[src/shared/sas_map.svh]
// register map, bit positions and reset value of the slave access status
// assumes big-endian bit index 31..0 (word bit 0 is index 31)
`ifndef SAS_MAP_SVH
`define SAS_MAP_SVH

// register bus byte offset
`define SAS_REG_OFFSET   20'h1D220
// peripheral address window seen by the external master
`define SAS_PADDR_FIRST  8'h20
`define SAS_PADDR_LAST   8'h23
// flag positions as vector indices
`define SAS_ACCESS_OK_IDX 7
`define SAS_OMB_IDX      3
`define SAS_IMB_IDX      2
`define SAS_ALERT_IDX    0
// implemented bits, all others read zero
`define SAS_IMPL_MASK    32'h0000008D
`define SAS_RESET_VAL    32'h00000000
// idle value of the slave byte answer
`define SAS_BYTE_RESET   8'h00

`endif

[src/shared/sas_pkg.sv]
// types shared by the slave access status block
// assumes sas_map.svh supplies the numeric map
package sas_pkg;

  typedef logic [31:0] sas_word_t;
  typedef logic [7:0]  sas_byte_t;
  typedef logic [19:0] sas_addr_t;

endpackage

[src/verilog/sas_sync.sv]
// two-flop synchroniser, one per bit
// assumes inputs are asynchronous to clk_i
`timescale 1ns/1ps

module sas_sync #(
  parameter int W = 2
) (
  input  wire logic         clk_i,
  input  wire logic         nrst_i,
  input  wire logic [W-1:0] async_i,
  output logic      [W-1:0] sync_o
);

  genvar gi;
  generate
    for (gi = 0; gi < W; gi++)
    begin : g_bit
      logic meta_r;
      logic sync_r;
      always_ff @(posedge clk_i or negedge nrst_i)
      begin
        if (!nrst_i)
        begin
          meta_r <= 1'b1;
          sync_r <= 1'b1;
        end
        else
        begin
          meta_r <= async_i[gi];
          sync_r <= meta_r;
        end
      end
      assign sync_o[gi] = sync_r;
    end
  endgenerate

endmodule // sas_sync

[src/verilog/sas_status.sv]
// slave access status word: flags, register bus read, slave byte read
// assumes event inputs are one-cycle pulses on core_clk_i; bus pins async
`timescale 1ns/1ps
`include "sas_map.svh"

// Contract
// - status word is read-only from register bus and slave interface
// - word bytes map to peripheral addresses 0x20 to 0x23
// - dedicated bus reset clears the whole word to zero
// - flags at bits 24, 28, 29 (31 alert); other bits read zero
// - access-ok sets when a slave-initiated internal access succeeds
// - master read of address 0x20 returns access-ok then clears it
// - register bus and indirect reads leave access-ok unchanged
// - software write of outgoing mailbox sets outgoing flag
// - outgoing flag stays set until master has read the mailbox
// - completed outgoing mailbox read pulses the drained interrupt
// - mailbox access completes only at the master's STOP condition
// - master write sets incoming flag, software read clears, loaded irq
// - alert flag sets when alert condition rises and right after hard reset
// - alert flag clears on alert response or when condition drops
module sas_status (
  input  wire logic               core_clk_i,
  input  wire logic               nrst_i,
  input  wire logic               i2c_rst_i,
  input  wire logic               scl_i,
  input  wire logic               sda_i,
  input  wire logic               host_rd_i,
  input  wire sas_pkg::sas_addr_t host_addr_i,
  input  wire logic               slv_rd_i,
  input  wire sas_pkg::sas_byte_t slv_paddr_i,
  input  wire logic               acc_done_i,
  input  wire logic               sw_omb_wr_i,
  input  wire logic               slv_omb_rd_i,
  input  wire logic               slv_imb_wr_i,
  input  wire logic               sw_imb_rd_i,
  input  wire logic               alert_cond_i,
  input  wire logic               alert_ack_i,
  input  wire logic               hard_rst_i,
  output sas_pkg::sas_word_t      host_rdata_o,
  output logic                    host_ack_o,
  output sas_pkg::sas_byte_t      slv_rdata_o,
  output logic                    slv_ack_o,
  output sas_pkg::sas_word_t      status_o,
  output logic                    outgoing_mailbox_drained_irq_o,
  output logic                    incoming_mailbox_loaded_irq_o
);

  // ==========================================================
  // declarations
  logic               internal_access_success_flag_r;
  logic               outgoing_mailbox_flag_r;
  logic               incoming_mailbox_flag_r;
  logic               alert_flag_r;
  logic               omb_rd_pend_r;
  logic               imb_wr_pend_r;
  logic               alert_cond_r;
  logic               sda_prev_r;
  logic [1:0]         pins_s;
  logic               scl_s;
  logic               sda_s;
  logic               stop_w;
  logic               slv_hit_w;
  logic               acc_clr_w;
  logic               host_hit_w;
  sas_pkg::sas_word_t stat_w;

  // ==========================================================
  // pin synchronisation and STOP detection
  sas_sync #(
    .W (2)
  ) u_sync (
    .clk_i   (core_clk_i),
    .nrst_i  (nrst_i),
    .async_i ({scl_i, sda_i}),
    .sync_o  (pins_s)
  );

  assign scl_s = pins_s[1];
  assign sda_s = pins_s[0];

  always_ff @(posedge core_clk_i or negedge nrst_i)
  begin
    if (!nrst_i)
      sda_prev_r <= 1'b1;
    else
      sda_prev_r <= sda_s;
  end

  // sda rising while scl high
  assign stop_w = scl_s & sda_s & ~sda_prev_r;

  // ==========================================================
  // status word assembly and decode
  always_comb
  begin
    stat_w                     = `SAS_RESET_VAL;
    stat_w[`SAS_ACCESS_OK_IDX] = internal_access_success_flag_r;
    stat_w[`SAS_OMB_IDX]       = outgoing_mailbox_flag_r;
    stat_w[`SAS_IMB_IDX]       = incoming_mailbox_flag_r;
    stat_w[`SAS_ALERT_IDX]     = alert_flag_r;
  end

  assign status_o = stat_w;

  // only reads decode; writes have no path into the word
  assign slv_hit_w  = slv_rd_i && (slv_paddr_i >= `SAS_PADDR_FIRST)
                      && (slv_paddr_i <= `SAS_PADDR_LAST);
  assign acc_clr_w  = slv_rd_i && (slv_paddr_i == `SAS_PADDR_FIRST);
  assign host_hit_w = host_rd_i && (host_addr_i == `SAS_REG_OFFSET);

  // ==========================================================
  // access-ok flag
  always_ff @(posedge core_clk_i or negedge nrst_i)
  begin
    if (!nrst_i)
      internal_access_success_flag_r <= 1'b0;
    else if (i2c_rst_i)
      internal_access_success_flag_r <= 1'b0;
    else if (acc_done_i)
      internal_access_success_flag_r <= 1'b1;
    else if (acc_clr_w)
      internal_access_success_flag_r <= 1'b0;
  end

  // ==========================================================
  // outgoing mailbox
  always_ff @(posedge core_clk_i or negedge nrst_i)
  begin
    if (!nrst_i)
      omb_rd_pend_r <= 1'b0;
    else if (i2c_rst_i || stop_w)
      omb_rd_pend_r <= 1'b0;
    else if (slv_omb_rd_i)
      omb_rd_pend_r <= 1'b1;
  end

  always_ff @(posedge core_clk_i or negedge nrst_i)
  begin
    if (!nrst_i)
      outgoing_mailbox_flag_r <= 1'b0;
    else if (i2c_rst_i)
      outgoing_mailbox_flag_r <= 1'b0;
    else if (sw_omb_wr_i)
      outgoing_mailbox_flag_r <= 1'b1;
    else if (stop_w && omb_rd_pend_r)
      outgoing_mailbox_flag_r <= 1'b0;
  end

  always_ff @(posedge core_clk_i or negedge nrst_i)
  begin
    if (!nrst_i)
      outgoing_mailbox_drained_irq_o <= 1'b0;
    else
      outgoing_mailbox_drained_irq_o <= stop_w && omb_rd_pend_r
                                        && !i2c_rst_i;
  end

  // ==========================================================
  // incoming mailbox
  always_ff @(posedge core_clk_i or negedge nrst_i)
  begin
    if (!nrst_i)
      imb_wr_pend_r <= 1'b0;
    else if (i2c_rst_i || stop_w)
      imb_wr_pend_r <= 1'b0;
    else if (slv_imb_wr_i)
      imb_wr_pend_r <= 1'b1;
  end

  always_ff @(posedge core_clk_i or negedge nrst_i)
  begin
    if (!nrst_i)
      incoming_mailbox_flag_r <= 1'b0;
    else if (i2c_rst_i)
      incoming_mailbox_flag_r <= 1'b0;
    else if (stop_w && imb_wr_pend_r)
      incoming_mailbox_flag_r <= 1'b1;
    else if (sw_imb_rd_i)
      incoming_mailbox_flag_r <= 1'b0;
  end

  always_ff @(posedge core_clk_i or negedge nrst_i)
  begin
    if (!nrst_i)
      incoming_mailbox_loaded_irq_o <= 1'b0;
    else
      incoming_mailbox_loaded_irq_o <= stop_w && imb_wr_pend_r
                                       && !i2c_rst_i;
  end

  // ==========================================================
  // alert flag
  always_ff @(posedge core_clk_i or negedge nrst_i)
  begin
    if (!nrst_i)
      alert_cond_r <= 1'b0;
    else
      alert_cond_r <= alert_cond_i;
  end

  always_ff @(posedge core_clk_i or negedge nrst_i)
  begin
    if (!nrst_i)
      alert_flag_r <= 1'b0;
    else if (i2c_rst_i)
      alert_flag_r <= 1'b0;
    else if (hard_rst_i)
      alert_flag_r <= 1'b1;
    else if (!alert_cond_i || alert_ack_i)
      alert_flag_r <= 1'b0;
    else if (!alert_cond_r)
      alert_flag_r <= 1'b1;
  end

  // ==========================================================
  // read answers
  always_ff @(posedge core_clk_i or negedge nrst_i)
  begin
    if (!nrst_i)
    begin
      host_ack_o   <= 1'b0;
      host_rdata_o <= `SAS_RESET_VAL;
    end
    else
    begin
      host_ack_o   <= host_hit_w;
      host_rdata_o <= host_hit_w ? stat_w : `SAS_RESET_VAL;
    end
  end

  always_ff @(posedge core_clk_i or negedge nrst_i)
  begin
    if (!nrst_i)
    begin
      slv_ack_o   <= 1'b0;
      slv_rdata_o <= `SAS_BYTE_RESET;
    end
    else
    begin
      slv_ack_o   <= slv_hit_w;
      slv_rdata_o <= slv_hit_w ? stat_w[8*slv_paddr_i[1:0] +: 8]
                               : `SAS_BYTE_RESET;
    end
  end
endmodule // sas_status

[config.mk]
export PLATFORM = sky130hd
export DESIGN_NAME = sas_status
export DESIGN_NICKNAME = d
export VERILOG_FILES = /design/src/shared/sas_pkg.sv /design/src/verilog/sas_sync.sv /design/src/verilog/sas_status.sv
export VERILOG_INCLUDE_DIRS = /design/src /design/src/shared
export SDC_FILE = /design/constraint.sdc
export NUM_CORES = 1
export LEC_CHECK = 0
export BUFFER_PORTS_ARGS = -buffer_cell sky130_fd_sc_hd__buf_2
export CAP_MARGIN = 15
export CORE_ASPECT_RATIO = 0.75
export CORE_UTILIZATION = 41
export CTS_CLUSTER_DIAMETER = 200
export DETAILED_ROUTE_END_ITERATION = 8
export GPL_TIMING_DRIVEN = 0
export PLACE_DENSITY = 0.83
export SYNTH_ARGS = -nofsm -noshare
export SYNTH_HDL_FRONTEND = slang
export SYNTH_SLANG_ARGS = --single-unit
export TNS_END_PERCENT = 10
[constraint.sdc]
create_clock -name core_clk_i -period 1.6 [get_ports core_clk_i]
set_input_delay 0.16 -clock core_clk_i [delete_from_list [all_inputs] [get_ports core_clk_i]]
set_output_delay 0.16 -clock core_clk_i [all_outputs]
set_load 0.05 [all_outputs]
Word-level counts from Yosys, hierarchy flattened --
Cells that the tools add are included.
Storage, ports and cells: register bits after elaboration 32, input port bits 43, word-level logic and storage cells 63
Operators by class: order comparisons 2, eq/ne operators 3, shifts and indexed selects 1, multiplexer cells 19, bitwise operators 3, reduce and logical (&&, ||, !) cells 17
Operators by type and width (number):
- 32-bit by 6-bit variable part select with 8-bit output | 1
- 20-bit by 17-bit equality test with 1-bit output (second input constant) | 1
- 1-bit two-way mux | 17
- 8-bit two-way mux | 2
- 3-bit nonzero test | 3
- 8-bit by 6-bit equality test with 1-bit output (second input constant) | 1
- 8-bit by 6-bit greater-or-equal comparator with 1-bit output (second input constant) | 1
- 8-bit by 6-bit less-or-equal comparator with 1-bit output (second input constant) | 1
- 1-bit logical AND | 8
- 4-bit by 3-bit != test with 1-bit output (second input constant) | 1
- 2-bit nonzero test | 2
- 1-bit bitwise AND | 2
- 1-bit zero test | 2
- 1-bit logical OR | 2
- 1-bit NOT | 1

Depth between registers and ports, before layout --
depth in word-level cells 6, gate-level depth with buffers 3

By module --
From an unflattened synthesis, not the netlist that was laid out.
Unflattened totals: cells, all modules 135, area, all modules 1407.6 µm²
Modules (own cells, without submodules):
- sas_status | times used 1, cells an instance 129, area each 1287.5 µm²
- sas_sync | times used 1, cells an instance 6, area each 120.1 µm²

Worst setup path after synthesis --
No wires, ideal clock.
path kind reg2reg, start point reg sda_prev_r, end point reg outgoing_mailbox_flag_r, setup time 0.099 ns, arrival time 0.913 ns, setup slack 0.587 ns, cell stages (with the launch flop) 3, buffers on the path 0, period minus slack after synthesis 1.013 ns, cells stage by stage dfstp_2 > and3b_1 > a311oi_1
On the way: cells in the longest elaborated chain, start to end 4
RTL lines:
- start, declared | RTL line sas_status.sv:57 | logic sda_prev_r;
- start signal, assigned | RTL line sas_status.sv:86 | sda_prev_r <= sda_s;
- 1-bit NOT | RTL line sas_status.sv:90 | assign stop_w = scl_s & sda_s & ~sda_prev_r;
- 1-bit bitwise AND | RTL line sas_status.sv:90
- 1-bit logical AND | RTL line sas_status.sv:145 | else if (stop_w && omb_rd_pend_r)
- 3-bit nonzero test (no line)
- end signal, assigned | RTL line sas_status.sv:142 | outgoing_mailbox_flag_r <= 1'b0;
- end signal, assigned | RTL line sas_status.sv:144 | outgoing_mailbox_flag_r <= 1'b1;
- end signal, assigned | RTL line sas_status.sv:146 | outgoing_mailbox_flag_r <= 1'b0;
- end, declared | RTL line sas_status.sv:51 | logic outgoing_mailbox_flag_r;
Every way passes these cells. A chain may end at the register's enable or synchronous reset.

Worst setup path after layout --
start point reg outgoing_mailbox_flag_r, end point out status_o[3]
RTL lines:
- start signal, assigned | RTL line sas_status.sv:140 | outgoing_mailbox_flag_r <= 1'b0;
- start signal, assigned | RTL line sas_status.sv:142
- start signal, assigned | RTL line sas_status.sv:144
- end, declared | RTL line sas_status.sv:43 | output sas_pkg::sas_word_t status_o,
No word-level cell between the ends.

==> run metrics <==
CTS Sinks=24; placed cells=288; DIE WIDTH=69.1 µm; Syn Area/Cell=10.4 µm²; vias in the first global route=915; Critical Path Source Type=register; WP data required=1440 ps; global-route wire length before repair=3.90 mm; WL met1=900 µm; die area=3620 µm²; Routed WL=2.62 mm; WL per Instance=8.89 µm; fmax=832 MHz; CP startpoint=outgoing_mailbox_flag_r; Synthesis Warnings=0; CTS tree=yes; reg-to-reg startpoint=sda_prev_r; total grt overflow=0; crit path buf inv count=2; DRT Pass-1 Iters=4; Setup TNS=0 ps; top sig layer=met4; Final HPWL DP=2.19 mm; RSZ-0062 raised after global routing=no; Critical Path AT=1040 ps; Reg clk slew, reported paths=80 ps; Clock Tree Buf Depth=2; sequential share of the synthesized area=43.8%; Slew @ Worst Pin=519 ps; first-iteration detailed-routing DRC count=45; mapped cell area=1390 µm²; largest net degree at the start of global routing=25; Final Non-Filler Cells=295; # DRC=0; Final Net Count=301; leakage power=1.25 nW; IO Count=119; Slowest-stage cell, CP=dfrtp_1; via count=1079; Setup Skew=4.45 ps; area grow syn2layout=47.7%; die height=52.3 µm; worst rel slew slack=65.4%; met3 routed wirelength=247 µm; worst hold start=alert_cond_i; #FFs+latches synth=24; cells along the critical path=buf_4, buf_2; fillers=272; initial antenna violation count=0; status=finished, final reports clean; min Tclk post-route=1200 ps; remaining antenna violation count=0; crit path kind=register to primary output; Port Buffers=58; final setup fails=0; count of different cell masters after synthesis=27; CTS H-tree depth=1; cts bufs inserted=3; most frequent cells in the layout=buf_4, conb_1, buf_2, dfrtp_1, nor2_1; commonest non-fill, non-tap cell in the layout=buf_4; post-cts resize count=0; pwr/cell area=842 nW/µm²; delay-heaviest family, CP=flip-flops; Final Hold Violating Endpoints=0; Max IR drop VDD=495 µV; Starting Density=44.9%; cell area after layout=2050 µm²; clock latency on the worst-skew pair=260 ps; Via density=3.66; Worst path max stage delay=410 ps; share of post-route cells with drive strength above 1=52.5%; CP max FO=4; Hold/Removal Path Class=input pin to register; CORE AREA=3080 µm²; antenna fix cells=0; fin crit share=75.1%; postcts setup bufs=0; routability-driven placement congestion ratio=0.677; met2 WL post-DR=1.45 mm; pins over their slew limit=0; crit end category=primary output; root buf cell=clkbuf_8; Placed Area=1940 µm²; synthesized instance count=133; hold_buf cts=3; row cnt=17; Max Cap Violations=0; GRT Overall Usage=14.1%
power breakdown:
| part | internal (mW) | switching [mW] |
|---|---|---|
| clock network | 0.334 | 0.181 |
| logic | 0.171 | 0.398 |
| registers | 0.629 | 0.0113 |
| total | 1.13 | 0.590 |
sequential cells by signal, summed over array words and instances (netlist names):
name and cells:
imb_wr_pend_r 1, alert_cond_r 1, u_sync.g_bit.sync_r 2, slv_rdata_o 4, internal_access_success_flag_r 1, alert_flag_r 1
slv_ack_o 1, omb_rd_pend_r 1, outgoing_mailbox_flag_r 1, incoming_mailbox_loaded_irq_o 1, host_rdata_o 4, incoming_mailbox_flag_r 1
u_sync.g_bit.meta_r 2, host_ack_o 1, sda_prev_r 1, outgoing_mailbox_drained_irq_o 1
cell type report:
type	instances	area, µm²	share of cell area [%]
plain buffers	64	480	23.5
multi-input cells	98	497	24.3
repair buffers	61	320	15.7
clock inverters	1	30.0	1.47
flip-flops and latches	24	607	29.7
clock buffers	3	41.3	2.02
well taps	38	47.5	2.32
inverters	6	22.5	1.10
cells by family after synthesis:
family / share of synthesized area [%]
buffers and inverters: 36.3
AND/OR/NAND/NOR: 16.3
flip-flops: 43.8
AO/OA/AOI/OAI: 3.34
other: 0.271
path summary, 6_finish.rpt:
| path | end | slack [ps] | depth (start not counted) |
|---|---|---|---|
| max in group asynchronous | sda_prev_r | 830 | 2 |
| min in group asynchronous | slv_rdata_o[0] | 400 | 2 |
| worst min register to register | u_sync.g_bit[1].sync_r | 360 | 0 |
| worst max-delay path | status_o[3] | 400 | 2 |
| worst max register to register | outgoing_mailbox_flag_r | 470 | 2 |
| worst min-delay path | alert_cond_r | 20 | 1 |
Yosys cell counts, drive strengths merged:
master,number,area share [%]
nor4b,1,1.1
nand4bb,1,1.2
nor4,2,2.0
dfstp,5,9.5
inv,6,1.6
nand3b,1,0.54
nor3b,2,1.1
nand2b,1,0.45
and3b,1,0.63
a311oi,1,0.63
o21a,2,1.1
and4b,1,0.72
dfrtp,19,34
nor3,6,2.2
a31oi,1,0.45
nor4bb,1,0.72
nor2b,1,0.45
buf,64,35
conb,1,0.27
a211oi,1,0.54
a2bb2oi,1,0.63
nand2,1,0.27
and2,4,1.8
nand4,1,0.45
nor2,7,1.9
or3,1,0.81
routing by layer:
metal,vias up,global-route usage (%)
li1,552,-
met1,467,15.1
met2,56,26.1
met3,4,6.35
met4,0,3.06
met5,-,0
per-stage QoR:
stage | setup slack, ps | hold slack (ps) | total power, mW | util [%]
after floorplan | 587 | -136 | 1.13 | -
after global placement | 510 | 152 | 1.20 | 63.0
after detailed placement | 478 | 161 | 1.21 | 63.0
after CTS | 387 | 16.0 | 1.73 | 66.3
after global routing | 345 | 17.0 | 1.80 | 66.3
final | 398 | 24.7 | 1.72 | 66.3
Note: power is estimated with default switching activity, not from simulation.
